### src/rtl/tc_pkg.sv
// shared constants and carriers for the 8-bit timer/counter
`default_nettype none

package tc_pkg;

    // register data width
    localparam int DATA_W = 8;
    // register address width on the plain port
    localparam int ADDR_W = 9;

    // register offsets
    localparam logic [8:0] ADDR_COUNT = 9'h001;
    localparam logic [8:0] ADDR_INTCTL = 9'h00B;
    localparam logic [8:0] ADDR_OPTION = 9'h081;

    // option_config field positions
    localparam int BIT_CLK_SRC = 5;
    localparam int BIT_EDGE_SEL = 4;
    localparam int BIT_PRE_ASSIGN = 3;
    localparam int BIT_RATE_HI = 2;

    // interrupt_control_status field positions
    localparam int BIT_OVF_IE = 5;
    localparam int BIT_OVF_FLAG = 2;

    // reset values and the unmapped read value
    localparam logic [7:0] RST_OPTION = 8'hFF;
    localparam logic [7:0] RST_COUNT = 8'h00;
    localparam logic [7:0] RST_PRE = 8'h00;
    localparam logic [7:0] RD_UNMAPPED = 8'h00;

    // instruction cycles that counting is held off after a count write
    localparam logic [1:0] WR_HOLD_CYCLES = 2'h2;

    // four internal phases make one instruction cycle
    typedef enum logic [1:0] {PH_Q1, PH_Q2, PH_Q3, PH_Q4} tc_phase_e;

    // complete state of the timer block
    typedef struct packed {
        tc_phase_e phase;      // current instruction-cycle phase
        logic [7:0] count;     // timer_count_value
        logic [7:0] option;    // option_config, all bits kept
        logic ovf_ie;          // overflow_int_enable
        logic ovf_flag;        // overflow_flag
        logic [7:0] pre;       // shared prescaler count, hidden
        logic [1:0] hold;      // instruction cycles left with counting held
        logic ext_m;           // synchroniser first stage
        logic ext_s;           // synchroniser second stage
        logic ext_prev;        // previous synchronised level
        logic samp;            // prescaler output sampled on q2/q4
        logic [7:0] rdata;     // read data register
        logic irq;             // overflow interrupt request
        logic wdt_tick;        // tick to the watchdog, scaled only when the watchdog owns the prescaler
    } tc_state_s;

endpackage

`default_nettype wire

### src/rtl/tc_timer.sv
`timescale 1ns/1ps
`default_nettype none

module tc_timer (
    input wire logic clk_sys,
    input wire logic rst,
    input wire logic [8:0] reg_addr,
    input wire logic [7:0] reg_wdata,
    input wire logic reg_wr,
    input wire logic reg_rd,
    output logic [7:0] reg_rdata,
    input wire logic ext_count_pin,
    input wire logic sleep_mode,
    input wire logic watchdog_clear_instr,
    input wire logic watchdog_raw_tick,
    output logic watchdog_tick,
    output logic overflow_irq
);

    // registered and next state
    tc_pkg::tc_state_s st;
    tc_pkg::tc_state_s next_st;

    // decoded strobes
    logic wr_count;
    logic wr_intctl;
    logic wr_option;
    // phase decodes
    logic is_q2;
    logic is_q4;
    // option fields
    logic clk_src;
    logic edge_sel;
    logic pre_assign;
    logic [2:0] rate_sel;
    // polarity-corrected pin level and its edge
    logic pol_level;
    logic pol_edge;
    // prescaler output level seen by the sampler
    logic pre_level;
    // sampled external event
    logic ext_evt;
    // prescaler completes a period on this step
    logic pre_full;
    // counter advances this cycle
    logic inc;

    // mask of prescaler bits that must be all ones at period end
    function automatic logic [7:0] rate_mask(input logic [2:0] rate, input logic for_timer);
        logic [8:0] m;
        m = for_timer ? ((9'h002 << rate) - 9'h001) : ((9'h001 << rate) - 9'h001);
        return m[7:0];
    endfunction

    // same-cycle address decode; one function serves all three registers
    function automatic logic hit(input logic [8:0] a, input logic [8:0] target);
        return a == target;
    endfunction

    assign wr_count = reg_wr && hit(reg_addr, tc_pkg::ADDR_COUNT);
    assign wr_intctl = reg_wr && hit(reg_addr, tc_pkg::ADDR_INTCTL);
    assign wr_option = reg_wr && hit(reg_addr, tc_pkg::ADDR_OPTION);
    assign is_q2 = st.phase == tc_pkg::PH_Q2;
    assign is_q4 = st.phase == tc_pkg::PH_Q4;
    assign clk_src = st.option[tc_pkg::BIT_CLK_SRC];
    assign edge_sel = st.option[tc_pkg::BIT_EDGE_SEL];
    assign pre_assign = st.option[tc_pkg::BIT_PRE_ASSIGN];
    assign rate_sel = st.option[tc_pkg::BIT_RATE_HI:0];

    // outputs straight from flip-flops
    assign reg_rdata = st.rdata;
    assign overflow_irq = st.irq;
    assign watchdog_tick = st.wdt_tick;

    // event detection on the pin and the prescaler output
    always_comb
    begin
        // inverting both levels turns a falling edge into a rising one
        pol_level = st.ext_s ^ edge_sel;
        pol_edge = pol_level && !(st.ext_prev ^ edge_sel);
        // unassigned prescaler is a plain wire for the pin
        if (pre_assign)
        begin
            pre_level = pol_level;
        end
        else
        begin
            pre_level = st.pre[rate_sel];
        end
        // a new high sample after a low one on q2 or q4
        ext_evt = (is_q2 || is_q4) && pre_level && !st.samp;
        // period end for whichever user holds the prescaler
        pre_full = (st.pre & rate_mask(rate_sel, !pre_assign))
            == rate_mask(rate_sel, !pre_assign);
    end

    // next-state logic
    always_comb
    begin
        next_st = st;
        inc = 1'b0;

        // phase sequencer, runs through sleep so the bus stays alive
        case (st.phase)
            tc_pkg::PH_Q1: next_st.phase = tc_pkg::PH_Q2;
            tc_pkg::PH_Q2: next_st.phase = tc_pkg::PH_Q3;
            tc_pkg::PH_Q3: next_st.phase = tc_pkg::PH_Q4;
            tc_pkg::PH_Q4: next_st.phase = tc_pkg::PH_Q1;
            default: next_st.phase = tc_pkg::PH_Q1;
        endcase

        // two-stage synchroniser, then edge history
        next_st.ext_m = ext_count_pin;
        next_st.ext_s = st.ext_m;
        next_st.ext_prev = st.ext_s;

        // sample the prescaler output only on q2 and q4
        if (is_q2 || is_q4)
        begin
            next_st.samp = pre_level;
        end

        // write hold counts down at the end of each instruction cycle
        if (is_q4 && st.hold != 2'h0)
        begin
            next_st.hold = st.hold - 2'h1;
        end

        // pick the counter's increment source
        if (clk_src)
        begin
            inc = ext_evt;
        end
        else if (pre_assign)
        begin
            inc = is_q4;
        end
        else
        begin
            inc = is_q4 && pre_full;
        end
        // the counter does not step while held off or asleep
        if (st.hold != 2'h0 || sleep_mode)
        begin
            inc = 1'b0;
        end

        // prescaler stepping for its current owner
        if (!pre_assign)
        begin
            // counter owns it; frozen in sleep with the rest of the timer
            if (!sleep_mode && (clk_src ? pol_edge : is_q4))
            begin
                next_st.pre = st.pre + 8'h01;
            end
            // watchdog ticks pass through unscaled
            next_st.wdt_tick = watchdog_raw_tick;
        end
        else
        begin
            // watchdog owns it; the watchdog keeps running in sleep
            if (watchdog_raw_tick)
            begin
                next_st.pre = st.pre + 8'h01;
            end
            next_st.wdt_tick = watchdog_raw_tick && pre_full;
            // clear instruction restarts the period
            if (watchdog_clear_instr)
            begin
                next_st.pre = tc_pkg::RST_PRE;
            end
        end

        // counter step and overflow
        if (inc)
        begin
            next_st.count = st.count + 8'h01;
        end

        // software writes; the count write wins over a step
        if (wr_count)
        begin
            next_st.count = reg_wdata;
            next_st.hold = tc_pkg::WR_HOLD_CYCLES;
            // the assignment bit is not touched here
            if (!pre_assign)
            begin
                next_st.pre = tc_pkg::RST_PRE;
            end
        end
        if (wr_intctl)
        begin
            next_st.ovf_ie = reg_wdata[tc_pkg::BIT_OVF_IE];
            next_st.ovf_flag = reg_wdata[tc_pkg::BIT_OVF_FLAG];
        end
        if (wr_option)
        begin
            // moving ownership is safe only with the software sequence
            next_st.option = reg_wdata;
        end

        // wrap sets the flag; set wins over a clearing write
        if (inc && st.count == 8'hFF && !wr_count)
        begin
            next_st.ovf_flag = 1'b1;
        end

        // request follows flag and enable with no extra lag
        next_st.irq = next_st.ovf_flag && next_st.ovf_ie;

        // read mux; data stand for exactly one cycle
        next_st.rdata = 8'h00;
        if (reg_rd)
        begin
            if (hit(reg_addr, tc_pkg::ADDR_COUNT))
            begin
                next_st.rdata = st.count;
            end
            else if (hit(reg_addr, tc_pkg::ADDR_INTCTL))
            begin
                next_st.rdata = 8'h00;
                next_st.rdata[tc_pkg::BIT_OVF_IE] = st.ovf_ie;
                next_st.rdata[tc_pkg::BIT_OVF_FLAG] = st.ovf_flag;
            end
            else if (hit(reg_addr, tc_pkg::ADDR_OPTION))
            begin
                next_st.rdata = st.option;
            end
            else
            begin
                // prescaler has no address of its own
                next_st.rdata = tc_pkg::RD_UNMAPPED;
            end
        end
    end

    // state register
    always_ff @(posedge clk_sys)
    begin
        if (rst)
        begin
            st <= '0;
            st.phase <= tc_pkg::PH_Q1;
            st.count <= tc_pkg::RST_COUNT;
            st.option <= tc_pkg::RST_OPTION;
            st.pre <= tc_pkg::RST_PRE;
            // sample starts high: a quiet low pin under the falling-edge
            // reset select must not look like a fresh edge
            st.samp <= 1'b1;
        end
        else
        begin
            st <= next_st;
        end
    end

    // internal source, unscaled: one step per q4
    a_timer_step: assert property (@(posedge clk_sys) disable iff (rst)
        (is_q4 && !clk_src && pre_assign && !sleep_mode && st.hold == 2'h0 && !wr_count)
        |=> st.count == $past(st.count) + 8'h01)
        else $error("timer did not step on instruction cycle");

    // written value holds through the hold window
    a_write_hold: assert property (@(posedge clk_sys) disable iff (rst)
        wr_count ##1 (!wr_count)[*7] |-> st.count == $past(reg_wdata, 7))
        else $error("count moved inside write hold window");

    // external mode moves only on a sampled event
    a_ext_only: assert property (@(posedge clk_sys) disable iff (rst)
        ($past(clk_src) && !$past(wr_count) && $changed(st.count)) |-> $past(ext_evt))
        else $error("external mode count moved without event");

    // unscaled sample follows polarity-corrected pin
    a_edge_pol: assert property (@(posedge clk_sys) disable iff (rst)
        ((is_q2 || is_q4) && pre_assign)
        |=> st.samp == ($past(st.ext_s) ^ $past(edge_sel)))
        else $error("sample ignores edge select");

    // wrap sets the flag
    a_ovf_set: assert property (@(posedge clk_sys) disable iff (rst)
        (st.count == 8'hFF && inc && !wr_count) |=> st.ovf_flag && st.count == 8'h00)
        else $error("wrap did not set overflow flag");

    // disabled enable keeps the request low
    a_irq_mask: assert property (@(posedge clk_sys) disable iff (rst)
        (!st.ovf_ie && !wr_intctl) |=> !overflow_irq)
        else $error("request raised while masked");

    // sleep freezes the counter
    a_sleep_stop: assert property (@(posedge clk_sys) disable iff (rst)
        (sleep_mode && !wr_count) |=> $stable(st.count))
        else $error("counter moved in sleep");

    // sampler holds outside q2 and q4
    a_samp_hold: assert property (@(posedge clk_sys) disable iff (rst)
        (!is_q2 && !is_q4) |=> $stable(st.samp))
        else $error("sample changed outside q2 and q4");

    // watchdog unscaled while counter owns the prescaler
    a_wdt_pass: assert property (@(posedge clk_sys) disable iff (rst)
        (!pre_assign && watchdog_raw_tick) |=> watchdog_tick)
        else $error("watchdog tick lost while unscaled");

    // watchdog rate 1:1 at rate zero
    a_wdt_unity: assert property (@(posedge clk_sys) disable iff (rst)
        (pre_assign && rate_sel == 3'h0 && watchdog_raw_tick) |=> watchdog_tick)
        else $error("watchdog 1:1 rate not honoured");

    // count write clears prescaler, keeps assignment
    a_pre_clear: assert property (@(posedge clk_sys) disable iff (rst)
        (wr_count && !pre_assign && !wr_option)
        |=> st.pre == 8'h00 && !st.option[tc_pkg::BIT_PRE_ASSIGN])
        else $error("count write did not clear prescaler");

    // watchdog clear clears prescaler
    a_wdt_clear: assert property (@(posedge clk_sys) disable iff (rst)
        (watchdog_clear_instr && pre_assign) |=> st.pre == 8'h00)
        else $error("watchdog clear left prescaler count");

    // count read hands back the count one cycle later
    a_count_read: assert property (@(posedge clk_sys) disable iff (rst)
        (reg_rd && hit(reg_addr, tc_pkg::ADDR_COUNT)) |=> reg_rdata == $past(st.count))
        else $error("count read returned wrong value");

endmodule

`default_nettype wire

### config.mk
export PLATFORM = sky130hd
export DESIGN_NAME = tc_timer
export DESIGN_NICKNAME = d
export VERILOG_FILES = /design/src/rtl/tc_pkg.sv /design/src/rtl/tc_timer.sv
export SDC_FILE = /design/constraint.sdc
export NUM_CORES = 1
export LEC_CHECK = 0
export ABC_AREA = 0
export BUFFER_PORTS_ARGS = -buffer_cell sky130_fd_sc_hd__buf_2
export CAP_MARGIN = 20
export CORE_AREA = 3 3 81 140
export DETAILED_ROUTE_END_ITERATION = 6
export DIE_AREA = 0 0 84 143
export GPL_ROUTABILITY_DRIVEN = 0
export PLACE_DENSITY = 0.4
export SYNTH_ARGS = -nofsm -noshare
export SYNTH_HDL_FRONTEND = slang
export SYNTH_SLANG_ARGS = --single-unit
### constraint.sdc
create_clock -name clk_sys -period 7.1 [get_ports clk_sys]
set_input_delay 0.71 -clock clk_sys [delete_from_list [all_inputs] [get_ports clk_sys]]
set_output_delay 0.71 -clock clk_sys [all_outputs]
set_load 0.05 [all_outputs]
==> qor.txt, run 1 <==
status - complete, no violations
clock sink count - 44
area of placed instances - 0.00272 mm^2
Design Power - 0.567 mW
vias in the first global route - 2282
Max Clk Rate - 0.284 GHz
asr flop ratio synth - 0%
WS Path Type - flip-flop to flip-flop
Die W - 84 um
sequential area share after synthesis - 34.8%
CP Launch Point - pre_assign
Post-Synthesis Cells - 305
unrepaired setup endpoints after global routing - no
Top Ports - 35
Clock Path Buffers - 2
n_diodes - 0
reg2reg path depth - 11
Area Overhead vs Synth - 13.8%
Initial DRC Count - 90
Yosys reg bits - 44
headroom to the max-slew limit - 54.6%
# resized after CTS - 0
cell leakage power - 1.13 nW
minimum clock period - 3.52 ns
crit start category - flip-flop
CTS H-tree lvls - 2
simple-gate portion of the synthesized area - 31.0%
Initial Util - 24.4%
pwr dens - 197 mW/mm^2
setup violators final - 0
Synth Area in Adders - 4.94%
global route total overflow - 0
WP data required - 7.30 ns
Post-Synth XOR/XNOR Area - 2.77%
postcts setup bufs - 0
pin count of the biggest net entering global routing - 38
Final TNS setup - 0 ns
CP endpoint kind - flip-flop
Synth cell types - 54
Post-route DRC - 0
fin nets - 356
syn_nets - 340
Tcrit/Tclk final - 49.6%
Post-Place Worst Slack - 3.59 ns
Vias/cell - 5.02
num rows - 49
hpwl dp - 5.36 mm
antenna violations before repair - 0
Root Driver - clkbuf_16
remaining antenna violation count - 0
TritonCTS buffer count - 5
Max VDD drop - 0.0884 mV
crit-path max FO - 15
HP Class - flip-flop to flip-flop
setup slack, reg-to-reg - 3.58 ns
port buffer count - 34
final setup margin - 3.58 ns
Mapped Area - 0.00253 mm^2
Hold Fails Final Rpt - 0
vias - 2256
largest family of logic cells by synthesized area - simple AND/OR/NAND/NOR gates
CP endpoint - st[38]
clk_lat worst skew - 0.29 ns
Synth Area in Compound Gates - 15.6%
Max Cap Viol - 0
drt total wl - 7.11 mm
CP arrival - 3.72 ns
Post-synth top flop - dfxtp_1
final worst clock skew - 0.00552 ns
global-route wire length before repair - 11.7 mm
Slew @ Worst Pin - 0.681 ns
Slew Limit Fails - 0
ratio of cells with drive above 1 in the final layout - 14.9%
EDFF count, synth - 0
Die Y - 143 um
Pre-Repair DR Iteration Count - 6
final non-filler cell area - 0.00288 mm^2
Critical R2R Capture - st[38]
CORE AREA - 0.0104 mm^2
Worst-path clk slew - 0.06 ns
worst r2r src - pre_assign
CTS tree - yes
fillers - 1125
Tot GR Track Use - 12.4%
mux cell area share after synthesis - 3.75%
DIE AREA - 0.0120 mm^2
syn_area_per_cell - 8.30 um^2
CTS Hold Bufs - 0
post-DR wirelength/cell - 15.8 um
Yosys warnings - 0
## synthesized netlist by cell type, types with 5 or more instances
master | number | area (um^2)
nor3_1 | 5 | 25.0
mux2i_1 | 5 | 50.1
xnor2_1 | 5 | 43.8
clkbuf_1 | 12 | 45.0
dfxtp_1 | 44 | 881
nor2b_1 | 9 | 56.3
inv_1 | 10 | 37.5
nand2b_1 | 7 | 43.8
a311oi_1 | 5 | 43.8
ha_1 | 10 | 125
or3_1 | 6 | 37.5
o21ai_1 | 5 | 25.0
buf_4 | 9 | 67.6
nand3b_1 | 10 | 75.1
nand3_1 | 18 | 90.1
a22oi_1 | 6 | 45.0
nand2_1 | 22 | 82.6
a31oi_1 | 5 | 31.3
nor2_1 | 37 | 139
a21oi_1 | 12 | 60.1
o21ai_0 | 9 | 45.0
## critical path: stages (launching register included)
cell	delay [ns]
dfxtp_1	0.52
inv_1	0.21
ha_1	0.45
nand2_1	0.10
ha_1	0.27
or3b_4	0.41
nand4b_1	0.10
a31oi_1	0.12
nor4_4	0.36
a21oi_2	0.25
or3_1	0.40
a311oi_1	0.24
## through the flow
stage | instances | utilization, % | hold slack (ns)
floorplan | 305 | - | 0.414
global placement | 441 | 26.2 | 0.417
detailed placement | 441 | 26.2 | 0.425
CTS | 449 | 27.8 | 0.441
global route | 449 | 27.8 | 0.478
finish | 449 | 27.8 | 0.437
## cell type report
class | instances | area [um^2] | area share, %
multi-input combinational | 226 | 1470 | 51.0
sequential | 44 | 881 | 30.6
timing repair buffer | 34 | 170 | 5.91
tap | 127 | 159 | 5.51
clock buffer | 6 | 129 | 4.47
inverter | 10 | 37.5 | 1.30
clock inverter | 2 | 35.0 | 1.22
## sequential cells by signal, summed over array words and instances (netlist names)
signal and count:
watchdog_tick 1, rate_sel 3, overflow_irq 1, next_st 2, st 26, pre_assign 1
reg_rdata 8, edge_sel 1, clk_src 1
## routing by layer
metal / GRT usage [%] / routed length [um] / up-vias / share of wire (%)
li1: - / - / 1130 / -
met1: 13.0 / 2890 / 1081 / 41
met2: 23.5 / 3900 / 35 / 55
met3: 1.96 / 157 / 10 / 2.2
met4: 5.93 / 170 / 0 / 2.4
met5: 0 / 0 / - / 0
## report_power, final
part / switching, mW / internal (mW) / total [mW]
combinational: 0.0258 / 0.0193 / 0.0451
clock: 0.0971 / 0.166 / 0.263
sequential: 0.00559 / 0.254 / 0.260
total: 0.128 / 0.439 / 0.567
## how the worst min path moves through the flow
stage / start / slack [ns] / depth (start not counted) / to
floorplan: next_st[12] / 0.41 / 1 / next_st[11]
global placement: next_st[12] / 0.42 / 1 / next_st[11]
detailed placement: next_st[12] / 0.42 / 1 / next_st[11]
CTS: next_st[12] / 0.44 / 1 / next_st[11]
global route: next_st[12] / 0.48 / 1 / next_st[11]
finish: next_st[12] / 0.44 / 1 / next_st[11]
## cell usage in the layout, fill, tap and decap left out, types with 3 or more instances in the layout
cell type   n
nor3_1      5
nand3b_1   10
mux2i_1     5
and3_1      4
a21oi_1    12
nor3b_1     4
nor2b_1     9
buf_2      34
a22oi_1     6
nand2_1    22
nor2_1     37
a31oi_1     5
or3_1       6
xnor2_1     5
xor2_1      3
a311oi_1    5
nand4_1     3
inv_1      10
o21ai_0     9
o21ai_1     5
nand2b_1    7
nand3_1    18
ha_1       10
clkbuf_16   5
dfxtp_1    44
## kinds of logic after synthesis
family                   after synthesis
XOR/XNOR                               8
flip-flops                            44
AND/OR/NAND/NOR                      142
adder cells (fa/ha/maj)               10
multiplexers                           7
buffers and inverters                 35
AO/OA/AOI/OAI                         59
Power figures use the tool's default switching activity.
==> run 2, diff against run 1 <==
clock period = 3.4 ns   (was 7.1 ns; I/O delays follow)
==> qor.txt, run 2 (synthesis gave the netlist of run 1 again) <==
Max Cap Viol - 0 (unchanged)
Sw Pwr - 0.276 mW (+110%)
Pre-Repair DR Iteration Count - 5 (-1)
minimum clock period - 3.06 ns (-0.464 ns)
Die W - 84 um (unchanged)
Root Driver - clkbuf_16
reg2reg path depth - 10 (-1)
ratio of cells with drive above 1 in the final layout - 17.5% (+2.6 points)
CP endpoint kind - flip-flop
HP Class - input port to flip-flop
Largest register FFs - 26 (unchanged)
drt total wl - 7.36 mm (+3.5%)
cell chain of the critical path - ha_1 > nand2_1 > ha_1 > or3b_4 > nand4b_1 > a31oi_1 > nor4_4 > a21oi_2 > or3_1 > a311oi_1
Tot GR Track Use - 12.8% (+0.47 points)
family with the most delay on the worst path - simple AND/OR/NAND/NOR gates
Pint - 0.958 mW (+120%)
Hold Fails Final Rpt - 0 (unchanged)
hold slack - 0.257 ns (-0.180 ns)
worst hold stages - 2 (+1)
hpwl dp - 5.63 mm (+5.1%)
TritonCTS buffer count - 5 (unchanged)
Max VDD drop - 0.166 mV (+88%)
placed insts - 450 (+2.0%)
CORE AREA - 0.0104 mm^2 (unchanged)
commonest cells after routing, fill and taps aside - dfxtp_1 (44), nor2_1 (37), buf_2 (34)
non-filler cells, final - 458 (+2.0%)
WP data required - 3.60 ns (-3.70 ns)
Area Overhead vs Synth - 17.2%
remaining antenna violation count - 0 (unchanged)
combinational fraction of design power - 7.7% (-0.3 points)
switching share of power - 22.4% (-0.29 points)
Max Clk Rate - 0.327 GHz (+15%)
Initial Util - 24.4% (unchanged)
cell mode on critical path - ha_1
CTS tree - yes
Post-route DRC - 0 (unchanged)
fin nets - 365 (+2.5%)
worst hold path startpoint - ext_count_pin
crit start category - flip-flop
clock sink count - 44 (unchanged)
n_diodes - 0 (unchanged)
global route total overflow - 0 (unchanged)
pin count of the biggest net entering global routing - 38 (unchanged)
Flop pwr share - 44.0% (-1.7 points)
cell leakage power - 1.18 nW (+4.6%)
WS Path Type - flip-flop to flip-flop
worst path bufs/invs - 0 (-1)
Critical R2R Capture - st[39]
Critical Path Stages - 10 (-1)
vias - 2301 (+2.0%)
CP arrival - 3.26 ns (-0.46 ns)
Tcrit/Tclk final - 90.0% (+40 points)
antenna violations before repair - 0 (unchanged)
Worst path slowest cell - dfxtp_1
Final TNS setup - 0 ns (unchanged)
# resized after CTS - 0 (unchanged)
Clock Path Buffers - 2 (unchanged)
Slew @ Worst Pin - 0.651 ns (-0.0305 ns)
Clock Power Share - 48.3% (+2.0 points)
WHS Endpoint - next_st[12]
postcts setup bufs - 0 (unchanged)
CTS H-tree lvls - 2 (unchanged)
setup violators final - 0 (unchanged)
DIE AREA - 0.0120 mm^2 (unchanged)
largest register by flop count - st
global-route wire length before repair - 12.0 mm (+2.9%)
status - complete, no violations
vias in the first global route - 2259 (-1.0%)
Die Y - 143 um (unchanged)
num rows - 49 (unchanged)
CP max stage delay - 0.45 ns (-0.07 ns)
Top Ports - 35 (unchanged)
worst r2r src - rate_sel[0]
crit-path max FO - 15 (unchanged)
pwr dens - 416 mW/mm^2 (+110%)
unrepaired setup endpoints after global routing - no
setup slack, reg-to-reg - 0.34 ns (-3.24 ns)
Initial DRC Count - 91 (+1.1%)
post-DR wirelength/cell - 16.1 um (+1.4%)
Vias/cell - 5.02 (about the same)
CTS Hold Bufs - 0 (unchanged)
commonest non-fill, non-tap cell in the layout - dfxtp_1
clk_lat worst skew - 0.29 ns (about the same)
Slew Limit Fails - 0 (unchanged)
port buffer count - 34 (unchanged)
headroom to the max-slew limit - 56.6% (+2.0 points)
Worst-path clk slew - 0.06 ns (about the same)
final worst clock skew - 0.00571 ns (+0.000189 ns)
[run 2: area by class of cell]
cell class / count / area (um^2)
clock buffer: 7 / 153
fill: 1137 / 7390
inverter: 10 / 37.5
sequential: 44 / 881
tap: 127 / 159
timing repair buffer: 43 / 238
clock inverter: 1 / 30.0
multi-input combinational: 226 / 1470
[run 2: layer usage]
| layer | vias to the layer above | GRT usage [%] | share of wire, % |
|---|---|---|---|
| met5 | - | 0 | 0 |
| met4 | 0 | 6.53 | 3.2 |
| met3 | 13 | 1.56 | 1.8 |
| met2 | 31 | 24.2 | 56 |
| met1 | 1110 | 13.9 | 40 |
| li1 | 1147 | - | - |
[run 2: through the flow]
stage | util [%] | area [um^2] | setup slack (ns) | total power, mW
2_1_floorplan | - | 2530 | 0.226 | 0.615
3_3_place_gp | 26.9 | 2790 | 0.431 | 0.650
3_5_place_dp | 26.9 | 2790 | 0.311 | 0.650
4_1_cts | 28.6 | 2970 | 0.298 | 1.25
5_1_grt | 28.6 | 2970 | 0.0640 | 1.29
6_report | 28.6 | 2970 | 0.340 | 1.23
[run 2: worst max-delay path by stage]
stage                   to         from
floorplan           st[40]   pre_assign
global placement    st[37]  rate_sel[0]
detailed placement  st[39]  rate_sel[0]
CTS                 st[39]  rate_sel[0]
global route        st[39]  rate_sel[0]
finish              st[39]  rate_sel[0]
[run 2: power by group through the flow]
stage | clock network [mW] | logic [mW] | registers [mW]
2_1_floorplan | 0 | 0.0646 | 0.551
5_1_grt | 0.636 | 0.109 | 0.544
4_1_cts | 0.614 | 0.0966 | 0.542
6_report | 0.596 | 0.0950 | 0.542
3_3_place_gp | 0 | 0.0967 | 0.554
3_5_place_dp | 0 | 0.0955 | 0.554
==> run 3, diff against run 2 <==
REMOVE_ABC_BUFFERS = 1   (was unset)
==> qor.txt, run 3 (synthesis gave the netlist of run 1 again) <==
status - complete, no violations
Max Cap Viol - 0 (unchanged)
Vias/cell - 5.07 (+0.91%)
Post-route DRC - 0 (unchanged)
antenna violations before repair - 0 (unchanged)
crit start category - flip-flop
Pre-Repair DR Iteration Count - 5 (unchanged)
WS Path Type - flip-flop to flip-flop
Core Util, Final - 28.4% (-0.29 points)
Slew @ Worst Pin - 0.723 ns (+0.0720 ns)
Max VDD drop - 0.206 mV (+24%)
unrepaired setup endpoints after global routing - no
fillers - 1129 (-0.70%)
Max Clk Rate - 0.333 GHz (+1.8%)
non-filler cells, final - 459 (+0.22%)
CTS tree - yes
Die Y - 143 um (unchanged)
n_diodes - 0 (unchanged)
HP Class - input port to flip-flop
hpwl dp - 5.79 mm (+2.8%)
Worst-path clk slew - 0.07 ns (about the same)
setup violators final - 0 (unchanged)
global route total overflow - 0 (unchanged)
CP endpoint kind - flip-flop
Initial Util - 24.4% (unchanged)
vias in the first global route - 2373 (+5.0%)
Design Power - 1.14 mW (-7.9%)
commonest non-fill, non-tap cell in the layout - dfxtp_1
num rows - 49 (unchanged)
Hold Fails Final Rpt - 0 (unchanged)
# resized after CTS - 0 (unchanged)
CTS Hold Bufs - 0 (unchanged)
Slew Limit Fails - 0 (unchanged)
headroom to the max-slew limit - 51.5% (-5.1 points)
TritonCTS buffer count - 5 (unchanged)
pin count of the biggest net entering global routing - 38 (unchanged)
DIE AREA - 0.0120 mm^2 (unchanged)
clock sink count - 44 (unchanged)
footprint of the multi-input gates - 0.00147 mm^2 (unchanged)
CTS H-tree lvls - 2 (unchanged)
Tot GR Track Use - 13.5% (+0.64 points)
Final TNS setup - 0 ns (unchanged)
clk_lat worst skew - 0.29 ns (about the same)
CP arrival - 3.21 ns (-0.05 ns)
largest register by flop count - st
Root Driver - clkbuf_16
Initial DRC Count - 79 (-13%)
drt total wl - 7.76 mm (+5.5%)
fin nets - 366 (+0.27%)
Largest register FFs - 26 (unchanged)
vias - 2327 (+1.1%)
placed insts - 451 (+0.22%)
Clock Path Buffers - 2 (unchanged)
postcts setup bufs - 0 (unchanged)
minimum clock period - 3.01 ns (-0.0536 ns)
global-route wire length before repair - 12.6 mm (+4.5%)
crit-path max FO - 15 (unchanged)
Top Ports - 35 (unchanged)
Tcrit/Tclk final - 88.4% (-1.6 points)
Area Overhead vs Synth - 16.0%
pwr dens - 387 mW/mm^2 (-7.0%)
final worst clock skew - 0.00656 ns (+0.000849 ns)
CORE AREA - 0.0104 mm^2 (unchanged)
ratio of cells with drive above 1 in the final layout - 17.5% (-0.053 points)
remaining antenna violation count - 0 (unchanged)
cell leakage power - 1.16 nW (-1.6%)
post-DR wirelength/cell - 16.9 um (+5.3%)
register area - 881 um^2 (unchanged)
port buffer count - 34 (unchanged)
Die W - 84 um (unchanged)
commonest cells after routing, fill and taps aside - dfxtp_1 (44), nor2_1 (37), buf_2 (34)
WP data required - 3.61 ns (about the same)
[run 3: layout make-up]
class / count / area share [%]
Multi-Input combinational cell: 226 / 50.0
Sequential cell: 44 / 30.0
Timing Repair Buffer: 44 / 8.35
Tap cell: 127 / 5.41
Clock buffer: 6 / 4.39
Inverter: 10 / 1.28
Clock inverter: 2 / 0.554
[run 3: path summary, 6_finish.rpt]
kind                 start          end  slack [ns]  cells past startpoint
min reg2reg    next_st[12]  next_st[11]        0.44                      1
min          ext_count_pin  next_st[12]        0.25                      2
max            rate_sel[0]       st[39]        0.39                     10
max reg2reg    rate_sel[0]       st[39]        0.39                     10
[run 3: per-layer routing]
metal / part of all wire [%] / GRT usage (%) / up-vias
met4: 2.7 / 5.93 / 0
met3: 3.0 / 1.27 / 8
met1: 36 / 13.5 / 1124
met2: 58 / 27.4 / 51
met5: 0 / 0 / -
li1: - / - / 1144
[run 3: per-stage QoR]
step	cell area, um^2	setup slack, ns	hold WS (ns)
6_report	2940	0.394	0.251
5_1_grt	2940	0.119	0.287
4_1_cts	2940	0.381	0.247
3_5_place_dp	2790	0.394	0.425
3_3_place_gp	2790	0.447	0.417
2_1_floorplan	2390	0.358	0.409
[run 3: critical path, stage by stage (launching register included)]
cell,delay [ns]
dfxtp_1,0.46
ha_1,0.30
nand2_1,0.07
ha_1,0.27
or3b_4,0.41
nand4b_1,0.10
a31oi_1,0.12
nor4_4,0.34
a21oi_2,0.23
or3_1,0.39
a311oi_1,0.23
[run 3: where the power goes]
group	total [mW]	internal (mW)	switching, mW
sequential	0.542	0.530	0.0121
clock	0.495	0.274	0.221
combinational	0.0983	0.0413	0.0570
